==> config.mk <==
export PLATFORM = sky130hd
export DESIGN_NAME = flash_block_lock
export DESIGN_NICKNAME = d
export VERILOG_FILES = /design/src/core/blk_prot_pkg.sv /design/src/core/pin_sync.sv /design/src/core/flash_block_lock.sv
export SDC_FILE = /design/constraint.sdc
export NUM_CORES = 1
export LEC_CHECK = 0
export BUFFER_PORTS_ARGS = -buffer_cell sky130_fd_sc_hd__buf_2
export CAP_MARGIN = 10
export CORE_AREA = 4 4 132 134
export DETAILED_ROUTE_END_ITERATION = 8
export DIE_AREA = 0 0 136 138
export PLACE_DENSITY = 0.68
export SYNTH_ARGS = -nofsm -noshare
export SYNTH_HDL_FRONTEND = slang
export SYNTH_SLANG_ARGS = --single-unit
export TNS_END_PERCENT = 1
==> constraint.sdc <==
create_clock -name clk_sys_i -period 11.3 [get_ports clk_sys_i]
set_clock_uncertainty 0.15 [all_clocks]
set_input_delay 2.26 -clock clk_sys_i [delete_from_list [all_inputs] [get_ports clk_sys_i]]
set_output_delay 2.26 -clock clk_sys_i [all_outputs]
set_load 0.01 [all_outputs]
==> src/core/blk_prot_pkg.sv <==
/*
 * package for the block protection and general input register logic:
 * block numbering, lock register layout, reset values, the read-lock byte,
 * the general input width and the status error bit position.
 * assumes the bus cycle decoder outside hands over byte-wide register
 * and array accesses already split into block number and select flags.
 */
package blk_prot_pkg;

    // block geometry
    localparam int unsigned NUM_BLOCKS = 50;
    localparam int unsigned BLK_W = 6;
    localparam logic [5:0] TOP_BLOCK = 6'h31;         // block 49
    localparam logic [5:0] LAST_SHARED_BLOCK = 6'h0F; // blocks 0..15 share
    localparam logic [5:0] FIRST_OWN_BLOCK = 6'h10;   // block 16
    // one lock register for blocks 0..15 plus one each for 16..49
    localparam int unsigned NUM_LOCK_REGS = 35;
    localparam int unsigned LREG_W = 6;

    // lock register field positions
    localparam int unsigned WRITE_LOCK_BIT = 0;
    localparam int unsigned LOCK_DOWN_BIT = 1;
    localparam int unsigned READ_LOCK_BIT = 2;
    localparam int unsigned LOCK_FIELD_W = 3;

    // reset value: write locked, readable, not locked down
    localparam logic [2:0] LOCK_RESET = 3'h1;
    // byte returned for read-locked blocks
    localparam logic [7:0] READ_LOCK_DATA = 8'h00;

    // general input register layout
    localparam int unsigned GPI_W = 5;

    // status register bit for block protection errors
    localparam int unsigned STATUS_BLK_PROT_BIT = 1;

endpackage : blk_prot_pkg

==> src/core/pin_sync.sv <==
/*
 * two-stage synchroniser for a bus of pin inputs.
 * assumes each bit is an independent slow level; no bus coherency.
 */
`timescale 1ns/100ps

module pin_sync #(
    parameter int unsigned WIDTH = 1,
    parameter logic [WIDTH-1:0] INIT = '0
) (
    input wire logic clk_sys_i,
    input wire logic rst_i,
    input wire logic [WIDTH-1:0] pin_i,
    output logic [WIDTH-1:0] level_o
);

    logic [WIDTH-1:0] meta_r; // first stage, read only by second stage
    logic [WIDTH-1:0] meta_nxt;
    logic [WIDTH-1:0] level_r;
    logic [WIDTH-1:0] level_nxt;

    // next values: plain shift
    always_comb
    begin
        meta_nxt = pin_i;
        level_nxt = meta_r;
    end

    // register both stages
    always_ff @(posedge clk_sys_i or posedge rst_i)
    begin
        if (rst_i)
        begin
            meta_r <= INIT;
            level_r <= INIT;
        end
        else
        begin
            meta_r <= meta_nxt;
            level_r <= level_nxt;
        end
    end

    assign level_o = level_r;

endmodule : pin_sync

==> src/core/flash_block_lock.sv <==
/*
 * lock registers, protection decision and general input register of a
 * boot flash on the low pin count bus.
 * assumes the bus decoder hands over one-cycle register strobes with a
 * lock register index, and one-cycle array request strobes with a
 * block number; the array and command engine sit outside.
 * the lock bits and the status bit are the only state here that software can change;
 * program and erase are only allowed or refused, never carried out.
 * every answer appears one clock after its strobe.
 */
`timescale 1ns/100ps

// What this block does
// read-locked block reads return 00h
// lock-down set ignores lock register writes
// lock-down sticky until reset or power-up
// write-locked block refuses program, flags error
// unlocked block program and erase proceed
// own lock register per block, 0-15 shared
// voltage lockout protects every block
// top block protect low refuses block 49
// write protect low refuses blocks 0-48
// reset sets every write lock bit
// reset clears every read lock bit
// input register shows five input levels
// lock reserved bits read zero, ignore writes
// input register read-only, writes ignored
// protected attempt sets sticky status bit
// registers reachable only in bus interface mode
module flash_block_lock (
    input wire logic clk_sys_i,
    input wire logic rst_i,
    input wire logic init_n_i,          // initialise pin, low resets locks
    input wire logic lpc_mode_i,        // low pin count interface selected
    // register access from the bus decoder
    input wire logic lock_sel_i,        // access hits a lock register
    input wire logic gpi_sel_i,         // access hits the input register
    input wire logic [5:0] lock_idx_i,  // lock register index, 0 = shared
    input wire logic reg_wr_i,          // one-cycle write strobe
    input wire logic reg_rd_i,          // one-cycle read strobe
    input wire logic [7:0] reg_wdata_i,
    output logic [7:0] reg_rdata_o,
    output logic reg_rvalid_o,
    // array read path
    input wire logic arr_rd_i,          // one-cycle array read strobe
    input wire logic [5:0] arr_rd_blk_i,
    input wire logic [7:0] arr_rdata_i, // stored byte from the array
    output logic [7:0] arr_rdata_o,
    output logic arr_rvalid_o,
    // program and block erase requests
    input wire logic mod_req_i,         // one-cycle program or erase
    input wire logic [5:0] mod_blk_i,
    output logic mod_go_o,              // pulse: array may be changed
    output logic mod_refused_o,         // pulse: attempt was blocked
    input wire logic status_clr_i,      // clear status register command
    output logic blk_prot_status_o,     // sticky protection error bit
    // pins from outside the clock domain
    input wire logic top_block_protect_n_i,
    input wire logic write_protect_n_i,
    input wire logic program_voltage_lockout_i,
    input wire logic [4:0] general_input_i
);

    ////////////////////////////////////////////////////////////////////
    // pin synchronisers

    // three protect pins above the five general inputs
    localparam int unsigned PIN_W = 3 + blk_prot_pkg::GPI_W;

    logic [PIN_W-1:0] pins_raw;
    logic [PIN_W-1:0] pins_s;        // synchronised pin levels
    logic tbp_n_s;
    logic wp_n_s;
    logic vplk_s;
    logic [4:0] gpi_s;

    assign pins_raw = {top_block_protect_n_i, write_protect_n_i,
                       program_voltage_lockout_i, general_input_i};

    // sync reset levels: top and write protect low, lockout high,
    // inputs low; until real samples arrive every block is protected
    localparam logic [2:0] PROT_PINS_SAFE = 3'h1;
    localparam logic [4:0] GPI_IDLE = 5'h00;

    // protect pins start at their safe (protecting) level
    pin_sync #(
        .WIDTH(PIN_W),
        .INIT({PROT_PINS_SAFE, GPI_IDLE})
    ) u_pin_sync (
        .clk_sys_i(clk_sys_i),
        .rst_i(rst_i),
        .pin_i(pins_raw),
        .level_o(pins_s)
    );

    // split the synchronised word back into its pins
    assign tbp_n_s = pins_s[PIN_W-1];
    assign wp_n_s = pins_s[PIN_W-2];
    assign vplk_s = pins_s[PIN_W-3];
    assign gpi_s = pins_s[blk_prot_pkg::GPI_W-1:0];

    // initialise pin is a pin too; sync before use
    // it clears two edges late, which is harmless: the pin is slow and
    // the clear holds for as long as the pin stays low
    localparam logic [1:0] INIT_SYNC_IDLE = 2'h3; // released level
    logic [1:0] init_sync_r;
    logic [1:0] init_sync_nxt;
    logic init_n_s;

    // shift the pin into the two stages
    always_comb
    begin
        init_sync_nxt = {init_sync_r[0], init_n_i};
    end

    // only the second stage is read by the lock and status logic
    always_ff @(posedge clk_sys_i or posedge rst_i)
    begin
        if (rst_i)
            init_sync_r <= INIT_SYNC_IDLE;
        else
            init_sync_r <= init_sync_nxt;
    end

    assign init_n_s = init_sync_r[1];

    ////////////////////////////////////////////////////////////////////
    // lock register file

    // short names for the register count and the lock fields
    localparam int unsigned NL = blk_prot_pkg::NUM_LOCK_REGS;
    localparam int unsigned WL = blk_prot_pkg::WRITE_LOCK_BIT;
    localparam int unsigned LD = blk_prot_pkg::LOCK_DOWN_BIT;
    localparam int unsigned RL = blk_prot_pkg::READ_LOCK_BIT;

    // the register file is flops, one word per lock register
    logic [2:0] lock_r [NL];    // write lock, lock down, read lock
    logic [2:0] lock_nxt [NL];
    logic lock_wr_ok;           // write reaches the lock registers
    logic idx_ok;               // index within the register file

    // writes outside the interface mode or the file are dropped
    assign idx_ok = lock_idx_i < 6'(NL);
    assign lock_wr_ok = reg_wr_i && lock_sel_i && lpc_mode_i && idx_ok;

    // one next-state term per lock register
    generate
        for (genvar g = 0; g < NL; g++)
        begin : g_lock
            always_comb
            begin
                // default: hold the stored bits
                lock_nxt[g] = lock_r[g];
                // an initialise beats any write in the same cycle
                if (!init_n_s)
                    lock_nxt[g] = blk_prot_pkg::LOCK_RESET;
                else if (lock_wr_ok && lock_idx_i == 6'(g)
                         && !lock_r[g][LD])
                    lock_nxt[g] = reg_wdata_i[2:0];
                // locked down: nothing but a clear gets through
                else if (lock_r[g][LD])
                    lock_nxt[g] = lock_r[g];
            end

            // reset loads write locked, readable, unlocked-down
            always_ff @(posedge clk_sys_i or posedge rst_i)
            begin
                if (rst_i)
                    lock_r[g] <= blk_prot_pkg::LOCK_RESET;
                else
                    lock_r[g] <= lock_nxt[g];
            end
        end
    endgenerate

    // block number to lock register index; blocks 0..15 share index 0
    // blocks above the top give an index out of range; the callers
    // only use the index behind a range check
    function automatic logic [5:0] blk_to_idx(input logic [5:0] blk);
        logic [5:0] idx;
        idx = 6'h00;
        if (blk > blk_prot_pkg::LAST_SHARED_BLOCK)
            idx = blk - blk_prot_pkg::LAST_SHARED_BLOCK;
        return idx;
    endfunction : blk_to_idx

    ////////////////////////////////////////////////////////////////////
    // protection decision and register reads

    // lock register indices of the two requests
    logic [5:0] mod_idx;
    logic [5:0] rd_idx;
    logic mod_blocked;
    logic mod_blk_ok;
    logic rd_locked;

    // both request paths share one block to register mapping
    assign mod_idx = blk_to_idx(mod_blk_i);
    assign rd_idx = blk_to_idx(arr_rd_blk_i);
    assign mod_blk_ok = mod_blk_i <= blk_prot_pkg::TOP_BLOCK;
    // read lock only for real blocks; others pass the array byte
    assign rd_locked = (arr_rd_blk_i <= blk_prot_pkg::TOP_BLOCK)
                       && lock_r[rd_idx][RL];

    // any one source is enough to block a program or erase
    // out-of-range blocks are refused too, never passed to the array
    always_comb
    begin
        mod_blocked = !mod_blk_ok;
        if (mod_blk_ok && lock_r[mod_idx][WL])
            mod_blocked = 1'b1;
        // pin sources act whatever the lock bits say
        if (vplk_s)
            mod_blocked = 1'b1;
        if (!tbp_n_s && mod_blk_i == blk_prot_pkg::TOP_BLOCK)
            mod_blocked = 1'b1;
        if (!wp_n_s && mod_blk_i < blk_prot_pkg::TOP_BLOCK)
            mod_blocked = 1'b1;
    end

    // answer and status flops with their next values
    logic mod_go_r;
    logic mod_go_nxt;
    logic mod_ref_r;
    logic mod_ref_nxt;
    logic status_r;
    logic status_nxt;
    logic [7:0] arr_rdata_r;
    logic [7:0] arr_rdata_nxt;
    logic arr_rvalid_r;
    logic arr_rvalid_nxt;
    logic [7:0] reg_rdata_r;
    logic [7:0] reg_rdata_nxt;
    logic reg_rvalid_r;
    logic reg_rvalid_nxt;

    // next values of the answer and status flops
    always_comb
    begin
        // exactly one of go and refused answers each request
        mod_go_nxt = mod_req_i && !mod_blocked;
        mod_ref_nxt = mod_req_i && mod_blocked;
        // set wins over a clear in the same cycle
        // so an attempt made while clearing is never lost
        status_nxt = status_r;
        if (status_clr_i || !init_n_s)
            status_nxt = 1'b0;
        if (mod_req_i && mod_blocked)
            status_nxt = 1'b1;
        // array read: zeros for a read-locked block
        // the stored byte never leaves for a read-locked block
        arr_rvalid_nxt = arr_rd_i;
        arr_rdata_nxt = arr_rdata_i;
        if (rd_locked)
            arr_rdata_nxt = blk_prot_pkg::READ_LOCK_DATA;
        // register read; unmapped or wrong mode reads zero
        reg_rvalid_nxt = reg_rd_i;
        reg_rdata_nxt = 8'h00;
        if (reg_rd_i && lpc_mode_i)
        begin
            if (lock_sel_i && idx_ok)
                reg_rdata_nxt = {5'h00, lock_r[lock_idx_i]};
            // input register: live synchronised levels
            else if (gpi_sel_i)
                reg_rdata_nxt = {3'h0, gpi_s};
        end
    end

    // register the answers; the input register has no write path
    // go, refused, valids and register data are pulses; array data tracks the array byte; only the status bit is sticky
    always_ff @(posedge clk_sys_i or posedge rst_i)
    begin
        if (rst_i)
        begin
            mod_go_r <= 1'b0;
            mod_ref_r <= 1'b0;
            status_r <= 1'b0;
            arr_rdata_r <= 8'h00;
            arr_rvalid_r <= 1'b0;
            reg_rdata_r <= 8'h00;
            reg_rvalid_r <= 1'b0;
        end
        else
        begin
            mod_go_r <= mod_go_nxt;
            mod_ref_r <= mod_ref_nxt;
            status_r <= status_nxt;
            arr_rdata_r <= arr_rdata_nxt;
            arr_rvalid_r <= arr_rvalid_nxt;
            reg_rdata_r <= reg_rdata_nxt;
            reg_rvalid_r <= reg_rvalid_nxt;
        end
    end

    // every output comes straight from a flop
    assign mod_go_o = mod_go_r;
    assign mod_refused_o = mod_ref_r;
    assign blk_prot_status_o = status_r;
    assign arr_rdata_o = arr_rdata_r;
    assign arr_rvalid_o = arr_rvalid_r;
    assign reg_rdata_o = reg_rdata_r;
    assign reg_rvalid_o = reg_rvalid_r;

endmodule : flash_block_lock

==> PnR_summary.wiki, run 1 <==
{| class="wikitable"
! Metric !! Value
|-
| YS warnings || 0
|-
| Summed instance area of the synthesized netlist || around 8000 sq um
|-
| Category of the critical setup timing path || in -> reg
|-
| Number of enable-type register cells in the synthesized netlist || 0
|-
| Antenna violations before repair || 0
|-
| Count of filler cells inserted in the layout || between 1000 and 1500
|-
| Total number of placement rows || 47
|-
| Top cell type's share of synthesized area || 0.321
|-
| Cell count of the worst hold path || 0
|-
| Pwr Density || 137 nW/um^2
|-
| Switching power share of the total || 0.242
|-
| Hold_sp || u_pin_sync.level_nxt[7]
|-
| Initial cell density of the core || 0.489
|-
| Cell Chain, Critical Path || buf_2 -> inv_1 -> ha_1 -> or3b_2 -> a21oi_1 -> o21ai_0 -> a32oi_1 -> a32oi_2 -> and2_1
|-
| Post-cts resize count || 0
|-
| Highest attainable clock frequency || 0.209 GHz
|-
| CP arrival || between 4 and 5 ns
|-
| Maximum number of pins on one net before global-route repair || about 110
|-
| Congestion Overflow GR || 0
|-
| Post-synth top area cell || sky130_fd_sc_hd__dfrtp_1
|-
| Seq cells post-synth || 141
|-
| Reg2Reg Launch Point || init_sync_r[1]
|-
| Async set-reset flop share out of synthesis || 1.00
|-
| FF-to-FF End || blk_prot_status_o
|-
| Worst Setup End Kind || register
|-
| Period Utilization, post-route || 0.423
|-
| TritonCTS clock tree || built
|-
| Clock-pin slew reported for the worst setup and hold paths after clock tree synthesis || 0.06 ns
|-
| Result of the run || finished clean
|-
| Total I/O pin count || between 70 and 80
|-
| Register-to-register setup slack || ~9.0 ns
|-
| Layout overhead on the synthesized area || 12.4%
|-
| Aggregate negative setup slack || 0 ns
|-
| Number of hold-repair buffers added at the cts stage || 0
|-
| Number of max-cap violations || 0
|-
| Number of input and output port buffers inserted || 65
|-
| Leakage Power || around 3.7 nW
|-
| Minimum clock period after layout || 4.78 ns
|-
| Main synth FF type || sky130_fd_sc_hd__dfrtp_1
|-
| FF-to-FF path depth || 6
|-
| Clock tree buffer depth || 2
|-
| Average wire length per cell after detail routing || just over 20 um
|-
| Smallest setup slack after layout || 6.52 ns
|-
| Worst slew slack as a fraction of its limit || 0.322
|-
| Total vias in the final route || slightly below 6000
|-
| Slowest CP cell || sky130_fd_sc_hd__ha_1
|-
| Wire length of the first global-routing pass || 32.0 mm
|-
| Floorplan core area || 16300 sq um
|-
| Clock root buffer master || sky130_fd_sc_hd__clkbuf_16
|-
| H-tree depth || 4
|-
| Number of detailed-routing iterations run before antenna repair || 5
|-
| Worst endpoint required time || 11.47 ns
|-
| Net switching component of the power || between 0.0002 and 0.0003 W
|-
| Comb pwr share || 0.099
|-
| Clock insertion delay at the later pin of the skew report || approximately 0.43 ns
|-
| Post-CTS Setup Repair Bufs || 0
|-
| Highest cell delay on the worst timing path || ~0.58 ns
|-
| Num Clock Sinks || between 100 and 150
|-
| Setup violations, final || 0
|-
| Portion of total power attributed to sequential cells || 0.422
|-
| Share of the yosys chip area belonging to registers || 0.449
|-
| Final-report max-slew violation count || 0
|-
| Layout net count || slightly above 800
|-
| Pre-CTS WS || about 6.1 ns
|-
| Chip Height || approximately 140 um
|-
| Final-report hold violation count || 0
|-
| Internal power consumption || approximately 0.00093 W
|-
| Detailed Route Iter0 Violations || about 420
|-
| Largest cells by area after synthesis || sky130_fd_sc_hd__dfrtp_1, sky130_fd_sc_hd__dfstp_2, sky130_fd_sc_hd__mux2i_1, sky130_fd_sc_hd__mux4_2, sky130_fd_sc_hd__nor2b_1
|-
| Die outline width || 136 um
|-
| Average instance area after synthesis || approximately 11 sq um
|-
| End point of the worst hold path || u_pin_sync.level_o[7]
|-
| Overall fraction of global-route tracks in use || 0.218
|-
| DP HPWL || roughly 14 mm
|-
| CTS buffer count || 17
|-
| Hold crit path type || reg -> reg
|-
| Mapped Cells || ~700
|-
| Transition time at the pin with the least slew margin || between 1 and 1.5 ns
|-
| Area of the die || roughly 19000 sq um
|-
| Maximum VDD drop || ~0.091 mV
|-
| Kind of launch point of the worst setup path || input pin
|-
| Inserted Diodes || 0
|-
| Routed vias/inst || 5.97
|-
| # DRC || 0
|-
| Total detailed-routing wirelength || 20.1 mm
|-
| Vias in the first global route || 5900
|-
| Relative contribution of the clock network to total power || 0.479
|-
| RSZ-0062 raised after global routing || false
|-
| Remaining antenna violation count after routing || 0
|-
| Final estimated routing congestion in global placement || 0.858
|-
| Number of distinct library cells after synthesis || approximately 70
|-
| Maximum net fanout on the critical path || 23
|-
| Fraction of layout instances using a drive strength above 1 || 0.268
|}
cell usage in the layout, fill, tap and decap left out, types with 5 or more instances in the layout:
cell,netlist,layout
sky130_fd_sc_hd__dfrtp_1,102,102
sky130_fd_sc_hd__mux2i_1,86,86
sky130_fd_sc_hd__nand2_1,70,70
sky130_fd_sc_hd__buf_2,23,65
sky130_fd_sc_hd__nor2b_1,47,47
sky130_fd_sc_hd__nor2_1,44,44
sky130_fd_sc_hd__dfstp_2,39,39
sky130_fd_sc_hd__mux4_2,30,30
sky130_fd_sc_hd__clkbuf_16,0,20
sky130_fd_sc_hd__or3_1,16,16
sky130_fd_sc_hd__o21ai_0,16,16
sky130_fd_sc_hd__a21oi_1,15,15
sky130_fd_sc_hd__o21a_1,13,13
sky130_fd_sc_hd__nand3_1,13,13
sky130_fd_sc_hd__and2_1,12,12
sky130_fd_sc_hd__nor4_2,10,10
sky130_fd_sc_hd__nand2b_1,9,9
sky130_fd_sc_hd__nor3_2,7,7
sky130_fd_sc_hd__inv_1,8,7
sky130_fd_sc_hd__nor3_1,6,6
sky130_fd_sc_hd__o22ai_1,6,6
sky130_fd_sc_hd__a2bb2oi_1,6,6
sky130_fd_sc_hd__a211oi_1,6,6
sky130_fd_sc_hd__ha_1,6,6
sky130_fd_sc_hd__o41ai_1,5,5
sky130_fd_sc_hd__a31oi_1,5,5
flip-flops by register name, summed over array words and instances, names as in the netlist:
register / cells
reg_rvalid_o: 1
lock_r: 105
u_pin_sync.level_nxt: 8
blk_prot_status_o: 1
mod_go_o: 1
u_pin_sync.level_o: 8
reg_rdata_o: 5
arr_rdata_o: 8
arr_rvalid_o: 1
init_sync_r: 2
mod_refused_o: 1
how the worst max path moves through the flow:
stage / startpoint / endpoint / slack, ns / cells after the start
floorplan: rst_i / arr_rdata_o[0] / 5.17 / 1
global placement: arr_rd_blk_i[0] / arr_rdata_o[3] / 6.10 / 9
detailed placement: arr_rd_blk_i[0] / arr_rdata_o[4] / 6.06 / 9
CTS: arr_rd_blk_i[0] / arr_rdata_o[4] / 6.49 / 9
global route: arr_rd_blk_i[0] / arr_rdata_o[0] / 6.24 / 9
finish: arr_rd_blk_i[0] / arr_rdata_o[4] / 6.52 / 9
cell type report:
| class | instances | area (sq um) | area share |
|---|---|---|---|
| Sequential cell | 141 | 3580 | 0.400 |
| Clock buffer | 24 | 536 | 0.0599 |
| Multi-Input combinational cell | 510 | 4070 | 0.455 |
| Timing Repair Buffer | 69 | 355 | 0.0397 |
| Clock inverter | 8 | 97.6 | 0.0109 |
| Tap cell | 220 | 275 | 0.0308 |
| Inverter | 8 | 35.0 | 0.00392 |
metal layers:
metal | track usage | wire, um
met5 | 0 | 0
met4 | 0.106 | 840
met3 | 0.0414 | 1220
met2 | 0.352 | 9920
met1 | 0.283 | 8080
synth_stat cells (4+ instances only):
| master | count |
|---|---|
| sky130_fd_sc_hd__a211oi_1 | 6 |
| sky130_fd_sc_hd__a21oi_1 | 15 |
| sky130_fd_sc_hd__a2bb2oi_1 | 6 |
| sky130_fd_sc_hd__a31oi_1 | 5 |
| sky130_fd_sc_hd__and2_1 | 12 |
| sky130_fd_sc_hd__buf_2 | 23 |
| sky130_fd_sc_hd__buf_4 | 4 |
| sky130_fd_sc_hd__clkbuf_1 | 28 |
| sky130_fd_sc_hd__dfrtp_1 | 102 |
| sky130_fd_sc_hd__dfstp_2 | 39 |
| sky130_fd_sc_hd__ha_1 | 6 |
| sky130_fd_sc_hd__inv_1 | 8 |
| sky130_fd_sc_hd__mux2i_1 | 86 |
| sky130_fd_sc_hd__mux4_2 | 30 |
| sky130_fd_sc_hd__nand2_1 | 70 |
| sky130_fd_sc_hd__nand2b_1 | 9 |
| sky130_fd_sc_hd__nand3_1 | 13 |
| sky130_fd_sc_hd__nor2_1 | 44 |
| sky130_fd_sc_hd__nor2b_1 | 47 |
| sky130_fd_sc_hd__nor3_1 | 6 |
| sky130_fd_sc_hd__nor3_2 | 7 |
| sky130_fd_sc_hd__nor4_1 | 4 |
| sky130_fd_sc_hd__nor4_2 | 10 |
| sky130_fd_sc_hd__nor4_4 | 4 |
| sky130_fd_sc_hd__o2111ai_1 | 4 |
| sky130_fd_sc_hd__o21a_1 | 13 |
| sky130_fd_sc_hd__o21ai_0 | 16 |
| sky130_fd_sc_hd__o22ai_1 | 6 |
| sky130_fd_sc_hd__o41ai_1 | 5 |
| sky130_fd_sc_hd__or3_1 | 16 |
| sky130_fd_sc_hd__xnor2_1 | 4 |
| sky130_fd_sc_hd__xor2_1 | 4 |
cells by family after synthesis:
kind of cell	share of synthesized area
simple gates	0.190
buf+inv	0.0404
mux	0.197
other cells	0.000471
fa+ha+maj	0.00943
xor+xnor	0.00880
compound gates	0.104
flops	0.449
power by group through the flow:
stage          logic [W]  clock network, W  registers [W]
2_1_floorplan  0.0000839                 0       0.000529
3_3_place_gp    0.000119                 0       0.000527
3_5_place_dp    0.000121                 0       0.000527
4_1_cts         0.000122          0.000596       0.000519
5_1_grt         0.000134          0.000617       0.000519
6_report        0.000122          0.000589       0.000518
critical path, delay by kind of cell:
family / cells / cell delay (ns)
and+or+nand+nor: 2 / 0.77
buffers and inverters: 2 / 0.69
AOI/OAI and AO/OA: 4 / 0.65
adders and majority gates: 1 / 0.58
metrics by stage:
stage                util  power (W)  hold WS, ns  cell area, sq um  std cells
detailed placement  0.510   0.000648        0.186              8310        948
global route        0.549    0.00127        0.210              8940        980
CTS                 0.549    0.00124        0.197              8940        980
floorplan               -   0.000613        0.181              7970        719
finish              0.549    0.00123        0.196              8940        980
global placement    0.510   0.000645        0.185              8310        948
Note: power is estimated with default switching activity, not from simulation.
==> inputs of run 2 (changes only) <==
--- a/config.mk
+++ b/config.mk
@@ -5,11 +5,12 @@
 export SDC_FILE = /design/constraint.sdc
 export NUM_CORES = 1
 export LEC_CHECK = 0
+export ABC_AREA = 1
 export BUFFER_PORTS_ARGS = -buffer_cell sky130_fd_sc_hd__buf_2
 export CAP_MARGIN = 10
-export CORE_AREA = 4 4 132 134
+export CORE_AREA = 4 4 127 129
 export DETAILED_ROUTE_END_ITERATION = 8
-export DIE_AREA = 0 0 136 138
+export DIE_AREA = 0 0 131 133
 export PLACE_DENSITY = 0.68
 export SYNTH_ARGS = -nofsm -noshare
 export SYNTH_HDL_FRONTEND = slang
==> constraint.sdc (replaced) <==
create_clock -name clk_sys_i -period 4.7 [get_ports clk_sys_i]
set_clock_uncertainty 0.15 [all_clocks]
set_input_delay 0.94 -clock clk_sys_i [delete_from_list [all_inputs] [get_ports clk_sys_i]]
set_output_delay 0.94 -clock clk_sys_i [all_outputs]
set_load 0.01 [all_outputs]
==> PnR_summary.wiki, run 2 <==
{| class="wikitable"
! Metric !! Value
|-
| Congestion Overflow GR || 0 (unchanged)
|-
| Area of the die || 17400 sq um (-7.2%)
|-
| Maximum number of pins on one net before global-route repair || 99 (-7.5%)
|-
| Inserted Diodes || 0 (unchanged)
|-
| Chip Height || 133 um (-3.6%)
|-
| Hold_sp || u_pin_sync.level_nxt[0]
|-
| Number of max-cap violations || 0 (unchanged)
|-
| Largest register FFs || 105 (unchanged)
|-
| CTS buffer count || 17 (unchanged)
|-
| Leakage Power || 4.11 nW (+12%)
|-
| Timing endpoint of the critical path || lock_r[29]
|-
| Maximum VDD drop || 0.245 mV (+170%)
|-
| Summed instance area of the synthesized netlist || 7340 sq um (-7.8%)
|-
| Category of the critical setup timing path || in -> reg
|-
| Most flops, register || lock_r
|-
| Routed vias/inst || 5.67 (-5.1%)
|-
| Overall fraction of global-route tracks in use || 0.252 (+0.0342)
|-
| FF-to-FF path depth || 6 (unchanged)
|-
| Num Clock Sinks || 141 (unchanged)
|-
| Worst slew slack as a fraction of its limit || 0.277 (-0.0457)
|-
| Clock root buffer master || sky130_fd_sc_hd__clkbuf_16
|-
| Final-report max-slew violation count || 0 (unchanged)
|-
| Final-report hold violation count || 0 (unchanged)
|-
| Top cell type's share of synthesized area || 0.348 (+0.0271)
|-
| Most frequent cells after synthesis || sky130_fd_sc_hd__nand2_1, sky130_fd_sc_hd__o21ai_0, sky130_fd_sc_hd__inv_1, sky130_fd_sc_hd__dfrtp_1, sky130_fd_sc_hd__nand3_1
|-
| Wire length of the first global-routing pass || 33.7 mm (+5.4%)
|-
| YS warnings || 0 (unchanged)
|-
| TritonCTS clock tree || built
|-
| CP arrival || 3.22 ns (-1.74 ns)
|-
| Highest attainable clock frequency || 0.326 GHz
|-
| RSZ-0062 raised after global routing || false
|-
| Period Utilization, post-route || 0.653
|-
| Initial cell density of the core || 0.488 (about the same)
|-
| Main synth FF type || sky130_fd_sc_hd__dfrtp_1
|-
| Register-to-register setup slack || 1.87 ns (-7.10 ns)
|-
| Number of detailed-routing iterations run before antenna repair || 5 (unchanged)
|-
| Number of input and output port buffers inserted || 65 (unchanged)
|-
| Die outline width || 131 um (-3.7%)
|-
| Total detailed-routing wirelength || 21.4 mm (+6.7%)
|-
| Detailed Route Iter0 Violations || 716 (+69%)
|-
| Pwr Density || 385 nW/um^2 (+180%)
|-
| Count of filler cells inserted in the layout || 1401 (-0.50%)
|-
| Clock insertion delay at the later pin of the skew report || 0.43 ns (about the same)
|-
| DP HPWL || 14.6 mm (+5.9%)
|-
| Worst endpoint required time || 4.85 ns (-6.62 ns)
|-
| Antenna violations before repair || 0 (unchanged)
|-
| Clock-pin slew reported for the worst setup and hold paths after clock tree synthesis || 0.06 ns (about the same)
|-
| Most frequent cell after synthesis || sky130_fd_sc_hd__nand2_1
|-
| Startpoint of the most critical setup path || lock_idx_i[1]
|-
| Mapped Cells || 950 (+32%)
|-
| Result of the run || finished clean
|-
| Layout net count || 1066 (+32%)
|-
| Average wire length per cell after detail routing || 17.7 um (-13%)
|-
| Reg2Reg Launch Point || init_sync_r[1]
|-
| Remaining antenna violation count after routing || 0 (unchanged)
|-
| Number of hold-repair buffers added at the cts stage || 0 (unchanged)
|-
| Final estimated routing congestion in global placement || 0.934 (+8.8%)
|-
| Post-cts resize count || 0 (unchanged)
|-
| Number of distinct library cells after synthesis || 35 (-51%)
|-
| Vias in the first global route || 6384 (+8.2%)
|-
| Setup violations, final || 0 (unchanged)
|-
| Maximum net fanout on the critical path || 21 (-8.7%)
|-
| Hold crit path type || reg -> reg
|-
| Final core utilization || 0.561 (+0.0124)
|-
| Minimum clock period after layout || a little over 3 ns
|-
| Async set-reset flop share out of synthesis || 1.00 (unchanged)
|-
| # DRC || 0 (unchanged)
|-
| Clock tree buffer depth || 2 (unchanged)
|-
| Worst Setup End Kind || register
|-
| H-tree depth || 4 (unchanged)
|-
| Fraction of layout instances using a drive strength above 1 || 0.158 (-0.111)
|-
| Transition time at the pin with the least slew margin || 1.08 ns (+0.0659 ns)
|-
| Total number of placement rows || 45 (-4.3%)
|-
| Kind of launch point of the worst setup path || input pin
|-
| Post-synth top area cell || sky130_fd_sc_hd__dfrtp_1
|-
| Most common cell after layout, fill and taps aside || sky130_fd_sc_hd__nand2_1
|-
| Average instance area after synthesis || 7.72 sq um (-30%)
|-
| Total vias in the final route || 6846 (+17%)
|-
| Aggregate negative setup slack || 0 ns (unchanged)
|-
| Number of enable-type register cells in the synthesized netlist || 0 (unchanged)
|-
| Post-CTS Setup Repair Bufs || 0 (unchanged)
|-
| Largest cells by area after synthesis || sky130_fd_sc_hd__dfrtp_1, sky130_fd_sc_hd__dfstp_2, sky130_fd_sc_hd__nand2_1, sky130_fd_sc_hd__o21ai_0, sky130_fd_sc_hd__inv_1
|-
| Pre-CTS WS || 1.22 ns (-4.84 ns)
|-
| Seq cells post-synth || 141 (unchanged)
|-
| Share of the yosys chip area belonging to registers || 0.487 (+0.0380)
|-
| Total I/O pin count || 74 (unchanged)
|-
| FF-to-FF End || lock_r[9]
|-
| Most frequent cells in the layout || sky130_fd_sc_hd__nand2_1, sky130_fd_sc_hd__o21ai_0, sky130_fd_sc_hd__inv_1
|-
| Smallest setup slack after layout || 1.63 ns (-4.88 ns)
|-
| Floorplan core area || 15000 sq um (-7.7%)
|-
| Layout overhead on the synthesized area || 15.0%
|}
==> run 2: cell families (layout without fill, tap and decap cells) <==
group / Yosys count / after routing / share of synthesized area
adder cells (fa/ha/maj): 6 / 6 / 0.0102
buffers and inverters: 158 / 226 / 0.0871
AND/OR/NAND/NOR: 418 / 418 / 0.243
flip-flops: 141 / 141 / 0.487
other: 1 / 3 / 0.000511
AO/OA/AOI/OAI: 226 / 226 / 0.172
==> run 2: final cells by class <==
type	instances	area, sq um	area share
inverters	122	462	0.0547
flip-flops and latches	141	3580	0.424
well taps	188	235	0.0279
clock inverters	14	218	0.0258
clock buffers	18	429	0.0508
repair buffers	72	390	0.0462
multi-input cells	653	3130	0.371
==> run 2: critical path, cell delays in order <==
cell and delay (ns):
sky130_fd_sc_hd__buf_2 0.14, sky130_fd_sc_hd__nand2_2 0.42, sky130_fd_sc_hd__nand3_2 0.13, sky130_fd_sc_hd__nand2_2 0.09
sky130_fd_sc_hd__nand2_4 0.10, sky130_fd_sc_hd__nor4_4 0.67, sky130_fd_sc_hd__nand3_1 0.44, sky130_fd_sc_hd__nand3_1 0.17
sky130_fd_sc_hd__o21ai_0 0.09
==> run 2: metrics by stage <==
step                      cells  area, sq um  hold WS, ns  total power (W)
final                      1208         8440        0.196          0.00325
after global routing       1208         8440        0.201          0.00337
after CTS                  1208         8440        0.198          0.00326
after detailed placement   1176         7790        0.185          0.00178
after global placement     1176         7790        0.182          0.00177
after floorplan             952         7350        0.181          0.00163
==> run 2: layer usage <==
layer	vias to the layer above	part of all wire	track usage
met5	-	0	0
met4	0	0.037	0.115
met3	58	0.075	0.0513
met2	298	0.46	0.379
met1	3243	0.43	0.350
li1	3247	-	-
==> run 2: worst min-delay path by stage <==
stage	end	slack [ns]	cells past startpoint
finish	u_pin_sync.level_o[0]	0.20	0
global route	u_pin_sync.level_o[6]	0.20	0
CTS	u_pin_sync.level_o[6]	0.20	0
detailed placement	u_pin_sync.level_o[0]	0.18	0
global placement	u_pin_sync.level_o[3]	0.18	0
floorplan	u_pin_sync.level_o[0]	0.18	0
==> run 2: where the power goes <==
part,switching [W],internal (W)
combinational,0.000293,0.000124
sequential,0.0000404,0.00131
clock,0.000542,0.000943
==> inputs of run 3 (changes only) <==
--- a/config.mk
+++ b/config.mk
@@ -11,7 +11,7 @@
 export CORE_AREA = 4 4 127 129
 export DETAILED_ROUTE_END_ITERATION = 8
 export DIE_AREA = 0 0 131 133
-export PLACE_DENSITY = 0.68
+export PLACE_DENSITY = 0.71
 export SYNTH_ARGS = -nofsm -noshare
 export SYNTH_HDL_FRONTEND = slang
 export SYNTH_SLANG_ARGS = --single-unit
==> constraint.sdc (replaced) <==
create_clock -name clk_sys_i -period 2.5 [get_ports clk_sys_i]
set_clock_uncertainty 0.15 [all_clocks]
set_input_delay 0.5 -clock clk_sys_i [delete_from_list [all_inputs] [get_ports clk_sys_i]]
set_output_delay 0.5 -clock clk_sys_i [all_outputs]
set_load 0.01 [all_outputs]
==> PnR_summary.wiki, run 3 (synthesis gave the netlist of run 2 again) <==
{| class="wikitable"
! Metric !! Value
|-
| Result of the run || finished clean
|-
| Initial cell density of the core || 0.488 (unchanged)
|-
| Number of input and output port buffers inserted || 65 (unchanged)
|-
| CP arrival || 2.39 ns (-0.83 ns)
|-
| Most common cell after layout, fill and taps aside || sky130_fd_sc_hd__nand2_1
|-
| Kind of launch point of the worst setup path || register
|-
| Final-report hold violation count || 0 (unchanged)
|-
| Vias in the first global route || 6503 (+1.9%)
|-
| Uppermost layer routed || met4
|-
| Total number of placement rows || 45 (unchanged)
|-
| Category of the critical setup timing path || reg -> reg
|-
| Final estimated routing congestion in global placement || 0.889 (-4.7%)
|-
| Largest delay contributor family on the critical path || buffers and inverters
|-
| Inserted Diodes || 0 (unchanged)
|-
| WL met3 || 2.04 mm (+27%)
|-
| Pre-CTS WS || 0.0488 ns (-1.17 ns)
|-
| Remaining antenna violation count after routing || 0 (unchanged)
|-
| Post-cts resize count || 0 (unchanged)
|-
| Total detailed-routing wirelength || 21.6 mm (+0.86%)
|-
| Clock tree buffer depth || 2 (unchanged)
|-
| Routed met1 length || 8.92 mm (-3.6%)
|-
| Internal power consumption || 0.00462 W (+95%)
|-
| Maximum VDD drop || 0.466 mV (+90%)
|-
| Worst slew slack as a fraction of its limit || 0.462 (+0.185)
|-
| Detailed-routed wire length on met2 || 9.79 mm (+0.18%)
|-
| Worst endpoint required time || 2.70 ns (-2.15 ns)
|-
| Count of filler cells inserted in the layout || 1330 (-5.1%)
|-
| Period Utilization, post-route || 0.876
|-
| Antenna violations before repair || 0 (unchanged)
|-
| Relative contribution of the clock network to total power || 0.464 (+0.007)
|-
| Net switching component of the power || 0.00162 W (+85%)
|-
| DP HPWL || 15.0 mm (+3.0%)
|-
| Number of detailed-routing iterations run before antenna repair || 6 (+1)
|-
| Sum of buffers and inverters on the critical path || 2 (+1)
|-
| Routed vias/inst || 5.59 (-1.3%)
|-
| Most flops, register || lock_r
|-
| Pwr Density || 720 nW/um^2 (+87%)
|-
| Floorplan core area || 15000 sq um (unchanged)
|-
| Chip Height || 133 um (unchanged)
|-
| Highest cell delay on the worst timing path || 0.64 ns (-0.03 ns)
|-
| Highest attainable clock frequency || 0.456 GHz
|-
| Hold crit path type || in -> reg
|-
| Largest register FFs || 105 (unchanged)
|-
| Smallest setup slack after layout || 0.309 ns (-1.32 ns)
|-
| Wire length of the first global-routing pass || 34.3 mm (+1.6%)
|-
| Clock insertion delay at the later pin of the skew report || 0.43 ns (about the same)
|-
| Aggregate negative setup slack || 0 ns (unchanged)
|-
| Area of the die || 17400 sq um (unchanged)
|-
| Post-CTS Setup Repair Bufs || 0 (unchanged)
|-
| Maximum number of pins on one net before global-route repair || 101 (+2.0%)
|-
| Congestion Overflow GR || 0 (unchanged)
|-
| Die outline width || 131 um (unchanged)
|-
| Num Clock Sinks || 141 (unchanged)
|-
| CTS buffer count || 17 (unchanged)
|-
| Minimum clock period after layout || between 2 and 2.5 ns
|-
| Setup violations, final || 0 (unchanged)
|-
| RSZ-0062 raised after global routing || false
|-
| Clock-pin slew reported for the worst setup and hold paths after clock tree synthesis || 0.06 ns (about the same)
|-
| Worst Setup End Kind || register
|-
| Final-report max-slew violation count || 0 (unchanged)
|-
| Transition time at the pin with the least slew margin || 0.805 ns (-0.278 ns)
|-
| Layout net count || 1090 (+2.3%)
|-
| Total I/O pin count || 74 (unchanged)
|-
| Total Power Consumption || 0.00624 W (+92%)
|-
| Overall fraction of global-route tracks in use || 0.256 (+0.00407)
|-
| Leakage Power || 4.24 nW (+3.3%)
|-
| Comb pwr share || 0.132 (+0.004)
|-
| Clock root buffer master || sky130_fd_sc_hd__clkbuf_16
|-
| Portion of total power attributed to sequential cells || 0.404 (-0.011)
|-
| Slowest CP cell || sky130_fd_sc_hd__inv_1
|-
| Total vias in the final route || 6891 (+0.66%)
|-
| # DRC || 0 (unchanged)
|-
| Average wire length per cell after detail routing || 17.5 um (-1.1%)
|-
| H-tree depth || 4 (unchanged)
|-
| TritonCTS clock tree || built
|-
| Detailed Route Iter0 Violations || 703 (-1.8%)
|-
| Cell Area, Placed || 7980 sq um (+2.4%)
|-
| Cell Chain, Critical Path || inv_1 -> nor2_1 -> inv_1 -> nor2_1 -> a31oi_1
|-
| Maximum net fanout on the critical path || 22 (+4.8%)
|-
| Most frequent cells in the layout || sky130_fd_sc_hd__nand2_1, sky130_fd_sc_hd__o21ai_0, sky130_fd_sc_hd__inv_1
|-
| Cell area after layout || 8670 sq um (+2.7%)
|-
| Fraction of layout instances using a drive strength above 1 || 0.176 (+0.0184)
|-
| Number of max-cap violations || 0 (unchanged)
|-
| Switching power share of the total || 0.260 (-0.00970)
|-
| Layout overhead on the synthesized area || 18.2%
|}
[run 3: cell types whose count changed in the layout (fill, tap and decap cells not counted), sizes merged]
cell | previous run | this run
buf | 72 | 95
inv | 120 | 118
bufinv | 5 | 6
clkbuf | 18 | 19
clkinv | 7 | 8
clkinvlp | 4 | 3
dlygate4sd3 | 0 | 1
[run 3: layer usage]
layer  GRT usage  up-vias
met5           0        -
met4       0.106        0
met3      0.0618       62
met2       0.386      343
met1       0.354     3193
li1            -     3293
[run 3: through the flow]
stage	utilization	instances	hold slack (ns)
global route	0.577	1232	0.00931
CTS	0.577	1232	0.00790
floorplan	-	952	0.181
finish	0.577	1232	0.0203
global placement	0.531	1199	0.182
detailed placement	0.531	1199	0.185
[run 3: repair_timing]
item,CTS,global route
hold buffers,1,0
endpoints found under the setup margin,0,0
hold endpoints to repair,7,0
[run 3: worst paths after layout]
kind                                            from                       to  slack (ns)  cells after the start
setup / recovery                      init_sync_r[1]               lock_r[27]        0.31                      5
hold / removal             program_voltage_lockout_i  u_pin_sync.level_nxt[5]        0.02                      1
setup reg to reg                      init_sync_r[1]               lock_r[27]        0.31                      5
hold reg to reg              u_pin_sync.level_nxt[0]    u_pin_sync.level_o[0]        0.20                      0
max in group asynchronous                      rst_i               lock_r[99]        0.99                      4
min in group asynchronous                      rst_i               lock_r[34]        0.41                      3
[run 3: area by class of cell]
type	instances	area [sq um]	area share
Sequential cell	141	3580	0.413
Multi-Input combinational cell	653	3130	0.361
Timing Repair Buffer	96	586	0.0675
Inverter	122	462	0.0532
Clock buffer	19	443	0.0511
Clock inverter	13	239	0.0276
Tap cell	188	235	0.0271
[run 3: power groups by stage]
| stage | Sequential, W | Combinational, W | Clock (W) |
|---|---|---|---|
| detailed placement | 0.00256 | 0.000808 | 0 |
| global placement | 0.00256 | 0.000795 | 0 |
| global route | 0.00254 | 0.000922 | 0.00304 |
| finish | 0.00252 | 0.000822 | 0.00290 |
| CTS | 0.00252 | 0.000815 | 0.00293 |
| floorplan | 0.00256 | 0.000509 | 0 |
